===== src/clock_dist_pkg.sv =====
// Constants, field layouts and carrier types for the clock distribution register bank.
package clock_dist_pkg;

  // ----------------------------------------------------------------
  // Register offsets
  // ----------------------------------------------------------------
  localparam logic [7:0] ADDR_SERIAL_PORT_CONFIG = 8'h00;
  localparam logic [7:0] ADDR_DIV_TWO_CONTROL = 8'h4f;
  localparam logic [7:0] ADDR_DIV_THREE_CYCLES = 8'h50;
  localparam logic [7:0] ADDR_DIV_THREE_CONTROL = 8'h51;
  localparam logic [7:0] ADDR_DIV_FOUR_CYCLES = 8'h52;
  localparam logic [7:0] ADDR_DIV_FOUR_CONTROL = 8'h53;
  localparam logic [7:0] ADDR_MULTIPURPOSE_PIN_SYNC = 8'h58;
  localparam logic [7:0] ADDR_UPDATE_STROBE = 8'h5a;

  // ----------------------------------------------------------------
  // Reset values
  // ----------------------------------------------------------------
  localparam logic [7:0] RST_SERIAL_PORT_CONFIG = 8'h10;
  localparam logic [7:0] RST_DIV_TWO_CONTROL = 8'h00;
  localparam logic [7:0] RST_DIV_THREE_CYCLES = 8'h00;
  localparam logic [7:0] RST_DIV_THREE_CONTROL = 8'h00;
  localparam logic [7:0] RST_DIV_FOUR_CYCLES = 8'h11;
  localparam logic [7:0] RST_DIV_FOUR_CONTROL = 8'h00;
  localparam logic [7:0] RST_MULTIPURPOSE_PIN_SYNC = 8'h00;
  localparam logic [7:0] RST_UPDATE_STROBE = 8'h00;
  localparam logic [7:0] READ_ZERO = 8'h00;

  // ----------------------------------------------------------------
  // Field positions
  // ----------------------------------------------------------------
  localparam int unsigned CFG_BIDIR_BIT = 7;
  localparam int unsigned CFG_LSB_FIRST_BIT = 6;
  localparam int unsigned CFG_SOFT_RESET_BIT = 5;
  localparam int unsigned CFG_LONG_INSTR_BIT = 4;
  localparam logic [7:0] CFG_WRITABLE_MASK = 8'hf0;
  localparam int unsigned UPDATE_BIT = 0;

  // ----------------------------------------------------------------
  // Carrier types
  // ----------------------------------------------------------------
  typedef struct packed {
    logic wr;
    logic rd;
    logic [7:0] addr;
    logic [7:0] wdata;
  } reg_req_t;

  typedef struct packed {
    logic [3:0] low_cycles;
    logic [3:0] high_cycles;
  } div_cycles_t;

  typedef struct packed {
    logic bypass;
    logic no_sync;
    logic force_sync;
    logic start_high;
    logic [3:0] phase_offset;
  } div_ctrl_t;

  typedef struct packed {
    logic unused;
    logic [1:0] pin_function;
    logic pd_sync;
    logic pd_all_ref;
    logic sync_reg;
    logic sync_select;
    logic sync_enable;
  } func_sync_t;

  typedef struct packed {
    logic o;
    logic oe;
  } pin_drive_t;

endpackage


===== src/buffered_reg.sv =====
// One buffered register: host-visible shadow plus active copy loaded on update.
`timescale 1ns/1ps
`default_nettype none
module buffered_reg #(
  parameter logic [7:0] RESET_VAL = 8'h00
) (
  input wire logic clk_in,
  input wire logic rst_in,
  input wire logic soft_rst_in,
  input wire logic wr_in,
  input wire logic [7:0] wdata_in,
  input wire logic update_in,
  output logic [7:0] shadow_out,
  output logic [7:0] active_out
);

  logic [7:0] shadow_q;
  logic [7:0] active_q;

  // Soft reset is a level: while held, both copies sit at the default.
  always_ff @(posedge clk_in or posedge rst_in) begin
    if (rst_in) begin
      shadow_q <= RESET_VAL;
    end else if (soft_rst_in) begin
      shadow_q <= RESET_VAL;
    end else if (wr_in) begin
      shadow_q <= wdata_in;
    end
  end

  // A write landing with the update pulse is carried straight to the active copy.
  always_ff @(posedge clk_in or posedge rst_in) begin
    if (rst_in) begin
      active_q <= RESET_VAL;
    end else if (soft_rst_in) begin
      active_q <= RESET_VAL;
    end else if (update_in) begin
      active_q <= wr_in ? wdata_in : shadow_q;
    end
  end

  assign shadow_out = shadow_q;
  assign active_out = active_q;

endmodule // buffered_reg
`default_nettype wire


===== src/serial_pin_steer.sv =====
// Steers serial read data onto the dedicated output pin or the shared data pin.
`timescale 1ns/1ps
`default_nettype none
module serial_pin_steer (
  input wire logic clk_in,
  input wire logic rst_in,
  input wire logic bidir_in,
  input wire logic read_phase_in,
  input wire logic read_bit_in,
  output clock_dist_pkg::pin_drive_t serial_out_pin_out,
  output clock_dist_pkg::pin_drive_t data_pin_out
);

  clock_dist_pkg::pin_drive_t sop_q;
  clock_dist_pkg::pin_drive_t sdp_q;

  // In bidirectional mode the dedicated output floats and reads use the shared pin.
  always_ff @(posedge clk_in or posedge rst_in) begin
    if (rst_in) begin
      sop_q <= '{o: 1'b0, oe: 1'b1};
      sdp_q <= '{o: 1'b0, oe: 1'b0};
    end else if (bidir_in) begin
      sop_q <= '{o: 1'b0, oe: 1'b0};
      sdp_q <= '{o: read_phase_in & read_bit_in, oe: read_phase_in};
    end else begin
      sop_q <= '{o: read_phase_in & read_bit_in, oe: 1'b1};
      sdp_q <= '{o: 1'b0, oe: 1'b0};
    end
  end

  assign serial_out_pin_out = sop_q;
  assign data_pin_out = sdp_q;

endmodule // serial_pin_steer
`default_nettype wire


===== src/clock_dist_config_regs.sv =====
// Control register bank of the clock distribution device behind its serial port.
`timescale 1ns/1ps
`default_nettype none
module clock_dist_config_regs (
  input wire logic clk_in,
  input wire logic rst_in,
  input wire clock_dist_pkg::reg_req_t req_in,
  input wire logic read_phase_in,
  input wire logic read_bit_in,
  output logic [7:0] rdata_out,
  output logic rdata_valid_out,
  output logic long_instr_out,
  output logic lsb_first_out,
  output logic addr_increment_out,
  output logic soft_reset_out,
  output logic bidir_out,
  output clock_dist_pkg::pin_drive_t serial_out_pin_out,
  output clock_dist_pkg::pin_drive_t data_pin_out,
  output clock_dist_pkg::div_ctrl_t div_two_ctrl_out,
  output clock_dist_pkg::div_cycles_t div_three_cycles_out,
  output clock_dist_pkg::div_ctrl_t div_three_ctrl_out,
  output clock_dist_pkg::div_cycles_t div_four_cycles_out,
  output clock_dist_pkg::div_ctrl_t div_four_ctrl_out,
  output clock_dist_pkg::func_sync_t func_sync_out
);

  // ----------------------------------------------------------------
  // Declarations
  // ----------------------------------------------------------------
  localparam int unsigned NUM_BUF = 6;

  logic [7:0] config_q;
  logic update_q;
  logic update_d;
  logic soft_rst;
  logic [7:0] rdata_q;
  logic rdata_valid_q;
  logic [7:0] rdata_d;
  logic [NUM_BUF-1:0] buf_wr;
  logic [7:0] buf_shadow [NUM_BUF];
  logic [7:0] buf_active [NUM_BUF];

  localparam logic [7:0] BUF_ADDR [NUM_BUF] = '{
    clock_dist_pkg::ADDR_DIV_TWO_CONTROL,
    clock_dist_pkg::ADDR_DIV_THREE_CYCLES,
    clock_dist_pkg::ADDR_DIV_THREE_CONTROL,
    clock_dist_pkg::ADDR_DIV_FOUR_CYCLES,
    clock_dist_pkg::ADDR_DIV_FOUR_CONTROL,
    clock_dist_pkg::ADDR_MULTIPURPOSE_PIN_SYNC
  };

  localparam logic [7:0] BUF_RESET [NUM_BUF] = '{
    clock_dist_pkg::RST_DIV_TWO_CONTROL,
    clock_dist_pkg::RST_DIV_THREE_CYCLES,
    clock_dist_pkg::RST_DIV_THREE_CONTROL,
    clock_dist_pkg::RST_DIV_FOUR_CYCLES,
    clock_dist_pkg::RST_DIV_FOUR_CONTROL,
    clock_dist_pkg::RST_MULTIPURPOSE_PIN_SYNC
  };

  // ----------------------------------------------------------------
  // Serial port configuration register
  // ----------------------------------------------------------------
  // Only the hardware reset touches this register; soft reset leaves it alone so
  // the host keeps its framing while the rest of the chip is held at defaults.
  always_ff @(posedge clk_in or posedge rst_in) begin
    if (rst_in) begin
      config_q <= clock_dist_pkg::RST_SERIAL_PORT_CONFIG;
    end else if (req_in.wr && req_in.addr == clock_dist_pkg::ADDR_SERIAL_PORT_CONFIG) begin
      config_q <= req_in.wdata & clock_dist_pkg::CFG_WRITABLE_MASK;
    end
  end

  assign soft_rst = config_q[clock_dist_pkg::CFG_SOFT_RESET_BIT];

  // ----------------------------------------------------------------
  // Update strobe
  // ----------------------------------------------------------------
  always_comb begin
    update_d = 1'b0;
    if (!soft_rst && req_in.wr && req_in.addr == clock_dist_pkg::ADDR_UPDATE_STROBE) begin
      update_d = req_in.wdata[clock_dist_pkg::UPDATE_BIT];
    end
  end

  // The bit lives one cycle and clears itself, so reads rarely see it set.
  always_ff @(posedge clk_in or posedge rst_in) begin
    if (rst_in) begin
      update_q <= 1'b0;
    end else begin
      update_q <= update_d;
    end
  end

  // ----------------------------------------------------------------
  // Buffered registers
  // ----------------------------------------------------------------
  // The pulse comes one cycle after the strobe write and copies the shadow; a
  // buffered write landing in that same cycle goes straight to the active copy.
  for (genvar i = 0; i < NUM_BUF; i++) begin : g_buf
    assign buf_wr[i] = req_in.wr && req_in.addr == BUF_ADDR[i];
    buffered_reg #(
      .RESET_VAL(BUF_RESET[i])
    ) u_reg (
      .clk_in(clk_in),
      .rst_in(rst_in),
      .soft_rst_in(soft_rst),
      .wr_in(buf_wr[i]),
      .wdata_in(req_in.wdata),
      .update_in(update_q),
      .shadow_out(buf_shadow[i]),
      .active_out(buf_active[i])
    );
  end

  // ----------------------------------------------------------------
  // Read-back
  // ----------------------------------------------------------------
  // Reads show the shadow copy: what the host wrote, even before an update.
  always_comb begin
    rdata_d = clock_dist_pkg::READ_ZERO;
    unique case (req_in.addr)
      clock_dist_pkg::ADDR_SERIAL_PORT_CONFIG: begin
        rdata_d = config_q;
      end
      clock_dist_pkg::ADDR_DIV_TWO_CONTROL: begin
        rdata_d = buf_shadow[0];
      end
      clock_dist_pkg::ADDR_DIV_THREE_CYCLES: begin
        rdata_d = buf_shadow[1];
      end
      clock_dist_pkg::ADDR_DIV_THREE_CONTROL: begin
        rdata_d = buf_shadow[2];
      end
      clock_dist_pkg::ADDR_DIV_FOUR_CYCLES: begin
        rdata_d = buf_shadow[3];
      end
      clock_dist_pkg::ADDR_DIV_FOUR_CONTROL: begin
        rdata_d = buf_shadow[4];
      end
      clock_dist_pkg::ADDR_MULTIPURPOSE_PIN_SYNC: begin
        rdata_d = buf_shadow[5];
      end
      clock_dist_pkg::ADDR_UPDATE_STROBE: begin
        rdata_d = {7'h00, update_q};
      end
      default: begin
        rdata_d = clock_dist_pkg::READ_ZERO;
      end
    endcase
  end

  always_ff @(posedge clk_in or posedge rst_in) begin
    if (rst_in) begin
      rdata_q <= clock_dist_pkg::READ_ZERO;
    end else if (req_in.rd) begin
      rdata_q <= rdata_d;
    end
  end

  always_ff @(posedge clk_in or posedge rst_in) begin
    if (rst_in) begin
      rdata_valid_q <= 1'b0;
    end else begin
      rdata_valid_q <= req_in.rd;
    end
  end

  assign rdata_out = rdata_q;
  assign rdata_valid_out = rdata_valid_q;

  // ----------------------------------------------------------------
  // Serial port controls
  // ----------------------------------------------------------------
  assign long_instr_out = config_q[clock_dist_pkg::CFG_LONG_INSTR_BIT];
  assign lsb_first_out = config_q[clock_dist_pkg::CFG_LSB_FIRST_BIT];
  // LSB-first transfers step addresses upward, MSB-first transfers step down.
  assign addr_increment_out = config_q[clock_dist_pkg::CFG_LSB_FIRST_BIT];
  assign soft_reset_out = soft_rst;
  assign bidir_out = config_q[clock_dist_pkg::CFG_BIDIR_BIT];

  serial_pin_steer u_pins (
    .clk_in(clk_in),
    .rst_in(rst_in),
    .bidir_in(config_q[clock_dist_pkg::CFG_BIDIR_BIT]),
    .read_phase_in(read_phase_in),
    .read_bit_in(read_bit_in),
    .serial_out_pin_out(serial_out_pin_out),
    .data_pin_out(data_pin_out)
  );

  // ----------------------------------------------------------------
  // Active settings
  // ----------------------------------------------------------------
  assign div_two_ctrl_out = clock_dist_pkg::div_ctrl_t'(buf_active[0]);
  assign div_three_cycles_out = clock_dist_pkg::div_cycles_t'(buf_active[1]);
  assign div_three_ctrl_out = clock_dist_pkg::div_ctrl_t'(buf_active[2]);
  assign div_four_cycles_out = clock_dist_pkg::div_cycles_t'(buf_active[3]);
  assign div_four_ctrl_out = clock_dist_pkg::div_ctrl_t'(buf_active[4]);
  assign func_sync_out = clock_dist_pkg::func_sync_t'(buf_active[5]);

endmodule // clock_dist_config_regs
`default_nettype wire


===== config.mk =====
export PLATFORM = sky130hd
export DESIGN_NAME = clock_dist_config_regs
export DESIGN_NICKNAME = d
export VERILOG_FILES = /design/src/clock_dist_pkg.sv /design/src/buffered_reg.sv /design/src/serial_pin_steer.sv /design/src/clock_dist_config_regs.sv
export SDC_FILE = /design/constraint.sdc
export NUM_CORES = 1
export LEC_CHECK = 0
export ABC_AREA = 1
export ABC_CLOCK_PERIOD_IN_PS = 1750
export BUFFER_PORTS_ARGS = -buffer_cell sky130_fd_sc_hd__buf_2
export CORE_ASPECT_RATIO = 1.75
export CORE_MARGIN = 10
export CORE_UTILIZATION = 61
export DETAILED_ROUTE_END_ITERATION = 10
export PLACE_DENSITY = 0.83
export RECOVER_POWER = 25
export SYNTH_ARGS = -nofsm -noshare
export SYNTH_HDL_FRONTEND = slang
export SYNTH_HIERARCHICAL = 1
export SYNTH_SLANG_ARGS = --single-unit

===== constraint.sdc =====
create_clock -name clk_in -period 1.75 [get_ports clk_in]
set_input_delay 0.2625 -clock clk_in [delete_from_list [all_inputs] [get_ports clk_in]]
set_output_delay 0.2625 -clock clk_in [all_outputs]
set_load 0.05 [all_outputs]

Word level (Yosys, flattened, before mapping):

Index checks and enable logic that the tools add are counted.

* flip-flop bits (word level): 114
* input port bits: 22
* output and inout port bits: 66
* logic and storage cells: 68

* eq/ne operators: 7
* multiplexer cells: 28
* bitwise operators: 1
* reduce and logical (&&, ||, !) cells: 12

Operators with widths (count)
* $mux W8: 24
* $pmux W8 S8: 1
* $eq A8 B7 Y1 const B: 7
* $logic_and A1 B1 Y1: 9
* $logic_not A8 Y1: 1
* $mux W2: 2
* $reduce_bool A2 Y1: 1
* $and A1 B1 Y1: 1
* $logic_not A1 Y1: 1
* $mux W1: 1

Depth between registers and ports, before layout:

Gate-level depths: netlist of the first run.

* depth in word-level cells: 5
* depth in mapped cells: 12
* mapped depth without buffers: 10

Hierarchy:

The synthesis of the first run kept the hierarchy.

By module, submodules not included
* buffered_reg (g_buf[0].u_reg ...): times used 5, cells an instance 79, area an instance 708.2 µm², seq. area each 400.4 µm²
* clock_dist_config_regs: times used 1, cells an instance 206, area an instance 1287.5 µm², seq. area each 351.6 µm²
* buffered_reg (g_buf[3].u_reg): times used 1, cells an instance 78, area an instance 713.2 µm², seq. area each 405.4 µm²
* serial_pin_steer: times used 1, cells an instance 11, area an instance 130.1 µm², seq. area each 101.3 µm²

Worst setup path after synthesis of the first run:

No wires, ideal clock.

* path kind: input port to flip-flop
* from: input port req_in[15] (netlist name)
* to: register g_buf[3].u_reg.active_q[1]
* library setup time: 118 ps
* data arrival time: 1259 ps
* required time: 1632 ps
* setup slack: 373 ps
* cell stages on the path: 12
* path buffers: 2
* path through: inv_1 -> nand2_2 -> nor2_4 -> buf_6 -> nand2_1 -> nor2_1 -> buf_6 -> inv_8 -> nand2_1 -> nand2_1 -> nand3_1 -> nand2_1

* cells in the longest elaborated chain, start to end: 5

RTL lines
* start: declaration: line clock_dist_config_regs.sv:7 `input wire clock_dist_pkg::reg_req_t req_in,`
* $eq A8 B7 Y1: line clock_dist_config_regs.sv:101 `assign buf_wr[i] = req_in.wr && req_in.addr == BUF_ADDR[i];`
* $logic_and A1 B1 Y1: line clock_dist_config_regs.sv:101
* via buf_wr[3]: line clock_dist_config_regs.sv:39 `logic [NUM_BUF-1:0] buf_wr;`
* $mux W8
* $mux W8: line buffered_reg.sv:37 `end else if (update_in) begin`
* $mux W8: line buffered_reg.sv:35 `end else if (soft_rst_in) begin`
* end signal: assignment: line buffered_reg.sv:38 `active_q <= wr_in ? wdata_in : shadow_q;`
* end: declaration: line buffered_reg.sv:18 `logic [7:0] active_q;`

The timed path passes the listed nets, and every way through them passes these cells. The select of a mux whose other input is x is not followed.
A chain may end at the register's enable or synchronous reset.

Worst setup path after layout of the first run:

* from: register config_q[4]
* to: output port long_instr_out

RTL lines
* start: declaration: line clock_dist_config_regs.sv:32 `logic [7:0] config_q;`
* start signal: assignment: line clock_dist_config_regs.sv:68 `config_q <= clock_dist_pkg::RST_SERIAL_PORT_CONFIG;`
* start signal: assignment: line clock_dist_config_regs.sv:70 `config_q <= req_in.wdata & clock_dist_pkg::CFG_WRITABLE_MASK;`
* end: declaration: line clock_dist_config_regs.sv:12 `output logic long_instr_out,`

No word-level cell between the ends.

==> results.md, run 1 <==
- Final Skew: approximately 0.013 ns
- Yosys top cell area share: roughly 48%
- Seq/Total Area, Yosys: 50.43%
- Mapped Avg Cell Area: around 8.2 um^2
- Vias in the first global route: about 5000
- Hold Vio Cnt, Final: 0
- Status: finished, final reports clean
- Count leader, synth: nand2_1
- Pleak: around 3.8 nW
- Root Driver: clkbuf_16
- Overflow after GRT: 0
- Number of enable-type register cells in the synthesized netlist: 0
- FF+latch count, synth: roughly 110
- Layout cells sized above 1: a little over a quarter
- Slew Viols, Final: 0
- PD cells: ~1400 nW/um^2
- Total power: between 9 and 10 mW
- CP endpoint kind: output pin
- Total core area: ~9000 um^2
- Required @ worst endpoint: roughly 1.5 ns
- Critical path data arrival time: roughly 1.2 ns
- Setup CP Type: flop to output pin
- Nets: 813
- Global placer's final weighted congestion: 0.9220
- Final Cycle Share: between 80% and 90%
- Clock Sinks: between 100 and 150
- # rows: 46
- Synth unique cells: 22
- FF/Latch Area: roughly 2900 um^2
- 1st-pass router iterations: 5
- Area leader, netlist: dfrtp_1
- Worst Hold Class: input port to flop
- Post-Route WL: about 15000 um
- PortBufs: 87
- CTS tree: done
- Maxcap violations: 0
- WHS Path Cells: 3
- Num CTS Buffers: 17
- DR WL/cell: ~17 um
- Met3 wire len: between 1000 and 1500 um
- Most used DFF post-synth: dfrtp_1
- Bufs and invs on worst path: 1
- DR WL met2: between 7000 and 8000 um
- Async S/R FF share, synth: between 90% and 100%
- Delay-heaviest family, CP: flip-flops
- Setup tns final: 0 ns
- First-pass GRT wire length: between 20000 and 30000 um
- Initial core utilization: slightly above 60%
- DP HPWL: 11070 um
- Synth top area cells: dfrtp_1 (48%), nand2_1 (18%), nand3_1 (8.0%), nand2_2 (5.1%), a21oi_1 (4.1%)
- Worst skew pair latency: 0.42 ns
- Worst-margin pin slew: around 0.62 ns
- Max Clk Rate: just under 700 MHz
- Stages on worst setup path: 1
- Initial antenna violation count: 0
- ANT nets after route: 0
- H-tree depth: 4
- Ys Warns: 6
- Die Y-Extent: 147.6 um
- Clk buf depth: 2
- Number of fill cells: about 710
- Largest net degree at the start of global routing: 32
- Ant diodes: 0
- Worst-path fanout max: 3
- VDD IR-drop max: 1044 uV
- Gr usage total: 23.23%
- Post-synth top cells: nand2_1 (274), dfrtp_1 (108), nand3_1 (91), a21oi_1 (46), nand2_2 (46)
- Syn Nets: 712
- Routed length on met1: around 5800 um
- Die X-Extent: between 90 and 100 um
- Clock-pin slew on the worst setup and hold paths: roughly 0.050 ns
- Slowest stage delay, CP: around 0.54 ns
- Vias: just under 5000
- Cell Chain, Critical Path: buf_2
- Final Setup Violations: 0
- Multi-input logic area: roughly 2400 um^2
- Area growth syn-to-layout: 19.30%
- Syn Std Cell Area: 5672 um^2
- DR iter-0 viols: between 200 and 300
- IO Count: 88
- DRC violations left: 0
- Min cycle time layout: ~1.5 ns
- Top Metal Used: met4
- RSZ-0062 raised after global routing: no
- FF-to-FF path depth: 4
- Startpoint Class: flop
- Cell at the slowest stage of the critical path: dfstp_2
- Worst slew margin: between 50% and 60%
- Die footprint: about 14000 um^2
- Cells after Synth: between 600 and 700
- Via/cell ratio: 5.384
cells in the final DEF, fill, tap and decap left out, types with 6 or more instances in the layout:
cell type	count
nand2_2	46
clkbuf_16	17
inv_8	6
a21oi_1	46
dfstp_2	6
inv_2	7
dfrtp_1	106
nor2_1	29
buf_4	15
nand3_1	91
nand2_1	275
buf_2	84
inv_1	28
nor2_4	11
per-stage QoR:
step | setup WS [ns] | area (um^2) | utilization [%] | hold WS, ns | cells
floorplan | 0.3732 | 5672 | - | 0.02786 | 690
global placement | 0.1471 | 6205 | 68.23 | 0.2566 | 891
detailed placement | 0.07827 | 6205 | 68.23 | 0.2611 | 891
CTS | 0.2571 | 6803 | 74.81 | 0.05981 | 923
global route | 0.2320 | 6766 | 74.41 | 0.08192 | 923
finish | 0.2694 | 6766 | 74.41 | 0.06964 | 923
sequential cells by signal, indices dropped and copies added (netlist names):
register and count:
rdata_valid_out 1, update_q 1, g_buf.u_reg/active_out 48, g_buf.u_reg/shadow_out 48
rdata_out 8, u_pins/serial_out_pin_out 2, config_q 4, u_pins/data_pin_out 2
what timing repair did:
action | CTS | global route
endpoints found under the hold margin | 3 | 0
gates resized for setup | 0 | 0
setup buffers | 0 | 0
hold buffers | 1 | 0
tightest hold or removal path: cells and delay by family:
family	cells	cell delay (ns)
buf+inv	2	0.14
simple gates	1	0.05
path summary, 6_finish.rpt:
path                                                   start                           end  slack (ns)
worst max-delay path                             config_q[4]                long_instr_out        0.27
min in group asynchronous                             rst_in  u_pins/serial_out_pin_out[1]        0.51
worst min-delay path                           read_phase_in        u_pins/data_pin_out[0]        0.07
max in group asynchronous                             rst_in  g_buf[0].u_reg/active_out[5]        0.64
worst max register to register                      update_q  g_buf[5].u_reg/active_out[4]        0.39
worst min register to register  g_buf[3].u_reg/active_out[0]  g_buf[3].u_reg/active_out[0]        0.46
power breakdown:
group	switching, mW	total, mW	internal, mW	leakage [nW]
clock network	1.18	3.39	2.22	0.287
registers	0.259	3.39	3.13	1.50
logic	2.23	2.80	0.568	2.03
layer usage:
metal  up-vias  GRT usage [%]
li1       2398              -
met1      2299          25.10
met2       215          38.59
met3        57          6.846
met4         0          14.50
met5         -              0
layout make-up:
cell class | count | share of cell area [%]
clock buffers | 21 | 7.101
clock inverters | 10 | 1.590
inverters | 42 | 3.033
multi-input cells | 510 | 34.91
flip-flops and latches | 114 | 42.31
well taps | 120 | 2.219
repair buffers | 106 | 8.839
cells by family (layout without fill, tap and decap cells):
kind of cell	after synthesis	in the layout	share of synthesized area (%)
AOI/OAI and AO/OA	46	46	4.059
buffers and inverters	66	179	7.523
DFF	114	114	50.43
muxes	4	4	1.059
and+or+nand+nor	460	460	36.93
Note: power is estimated with default switching activity, not from simulation.
==> run 2, diff against run 1 <==
- ABC_CLOCK_PERIOD_IN_PS: 1750 -> 1300
- CORE_UTILIZATION: 61 -> 51
- PLACE_DENSITY: 0.83 -> 0.74
- clock period: 1.75 -> 1.3 ns (I/O delays scaled with it)
==> results.md, run 2 (synthesis results as in run 1) <==
- Status: complete, but fails checks
- Failing checks: setup timing
- FF/Latch Area: 2864 um^2 (about the same)
- PD cells: 1854 nW/um^2 (+31%)
- Startpoint Class: flop
- Worst-path fanout max: 2 (-1)
- IO Count: 88 (unchanged)
- Worst-margin pin slew: 0.6136 ns (-0.006850 ns)
- Post-DP Area: 6372 um^2 (+2.7%)
- Max Clk Rate: 766.3 MHz
- Setup tns final: -0.004971 ns (-0.004971 ns)
- ANT nets after route: 0 (unchanged)
- Worst skew pair latency: 0.41 ns (about the same)
- Vias in the first global route: 5330 (+4.6%)
- Final Setup Violations: 1 (+1)
- Post-Route WL: 15710 um (+3.1%)
- Overflow after GRT: 0 (unchanged)
- Final Skew: 0.007494 ns (-0.005207 ns)
- Total core area: 10820 um^2 (+19%)
- Min cycle time layout: 1.305 ns
- Die X-Extent: 99.72 um (+7.3%)
- Number of fill cells: 922 (+29%)
- FF-to-FF setup slack: 0.10 ns (-0.29 ns)
- Cell Chain, Critical Path: buf_8
- Total power: 13.06 mW (+36%)
- RSZ-0062 raised after global routing: yes
- Initial core utilization: 52.40% (-10 points)
- Setup CP Type: flop to output pin
- Largest net degree at the start of global routing: 28 (-13%)
- Die footprint: 15910 um^2 (+16%)
- PortBufs: 87 (unchanged)
- Die Y-Extent: 159.5 um (+8.1%)
- DR iter-0 viols: 322 (+15%)
- H-tree depth: 4 (unchanged)
- Final Cycle Share: 100.4%
- Initial antenna violation count: 0 (unchanged)
- Clock Sinks: 114 (unchanged)
- Area growth syn-to-layout: 24.20%
- 1st-pass router iterations: 5 (unchanged)
- Gr usage total: 20.32% (-2.9 points)
- Hold slack: 0.05453 ns (-0.01511 ns)
- Hold Vio Cnt, Final: 0 (unchanged)
- Slowest stage delay, CP: 0.55 ns (about the same)
- Worst slew margin: 59.05% (+0.46 points)
- Slew Viols, Final: 0 (unchanged)
- Layout cells sized above 1: 29.70% (+2.4 points)
- Vias: 5092 (+2.5%)
- Finished Cell Area: 7044 um^2 (+4.1%)
- Clk buf depth: 2 (unchanged)
- First-pass GRT wire length: 26030 um (+3.8%)
- CP endpoint kind: output pin
- Via/cell ratio: 5.326 (-1.1%)
- Delay-heaviest family, CP: flip-flops
- Maxcap violations: 0 (unchanged)
- Multi-input logic area: 2394 um^2 (+1.3%)
- Cell at the slowest stage of the critical path: dfstp_2
- # rows: 50 (+8.7%)
- Most common cell after layout, fill and taps aside: nand2_1
- Fin worst setup slack: -0.004971 ns (-0.2744 ns)
- Nets: 834 (+2.6%)
- Worst Hold Class: input port to flop
- VDD IR-drop max: 1372 uV (+31%)
- Worst slack, placed: -0.2297 ns (-0.3079 ns)
- DP HPWL: 11760 um (+6.2%)
- Bufs and invs on worst path: 1 (unchanged)
- Clock-pin slew on the worst setup and hold paths: 0.05 ns (about the same)
- Pleak: 3.930 nW (+3.0%)
- DRC violations left: 0 (unchanged)
- DR WL/cell: 16.43 um (-0.51%)
- Global placer's final weighted congestion: 0.8877 (-3.7%)
- Num CTS Buffers: 17 (unchanged)
- Most frequent cells in the layout: nand2_1 (273), dfrtp_1 (105), nand3_1 (91)
- Required @ worst endpoint: 1.11 ns (-0.38 ns)
- Root Driver: clkbuf_16
- Critical path data arrival time: 1.11 ns (-0.11 ns)
- CTS tree: done
[run 2: cell types whose count changed in the layout (fill, tap and decap cells not counted), moves of 3 or more]
cell      previous run  this run
buf_4               15        31
buf_8                0         3
clkbuf_1             4         7
clkinv_4             0         4
clkinv_2             5         0
buf_2               84        76
[run 2: final timing paths]
path / start / to / cells after the start
min in group asynchronous: rst_in / u_pins/data_pin_out[0] / 3
worst max register to register: config_q[5] / g_buf[4].u_reg/active_out[7] / 5
worst min register to register: g_buf[3].u_reg/active_out[5] / g_buf[3].u_reg/active_out[5] / 2
worst min-delay path: read_bit_in / u_pins/data_pin_out[1] / 3
worst max-delay path: g_buf[3].u_reg/active_out[0] / div_four_cycles_out[0] / 1
max in group asynchronous: rst_in / g_buf[4].u_reg/active_out[0] / 3
[run 2: metrics by stage]
step           util (%)  instances
3_3_place_gp      58.88        918
6_report          65.09        956
2_1_floorplan         -        690
4_1_cts           65.17        955
5_1_grt           65.06        955
3_5_place_dp      58.88        918
[run 2: timing repair]
| action | in CTS | in global routing |
|---|---|---|
| hold buffers | 3 | 0 |
| setup buffers | 2 | 0 |
| endpoints found under the setup margin | 6 | 5 |
| pin swaps | 0 | 0 |
| hold endpoints to repair | 101 | 0 |
| gates resized for setup | 14 | 2 |
[run 2: area by class of cell]
class / count / share of cell area [%]
flip-flops and latches: 114 / 40.66
multi-input cells: 510 / 33.98
repair buffers: 127 / 11.69
clock buffers: 21 / 6.536
inverters: 42 / 2.913
well taps: 130 / 2.309
clock inverters: 11 / 1.883
diodes: 1 / 0.03552
[run 2: where the power goes]
part	total (mW)	internal [mW]	switching [mW]
Clock	4.58	2.93	1.65
Combinational	3.89	0.881	3.01
Sequential	4.59	4.22	0.376
[run 2: per-layer routing]
metal  track usage (%)  wire [um]
met5                 0          0
met2             34.30       8125
met3             5.686        947
met4             12.57        745
met1             21.46       5889
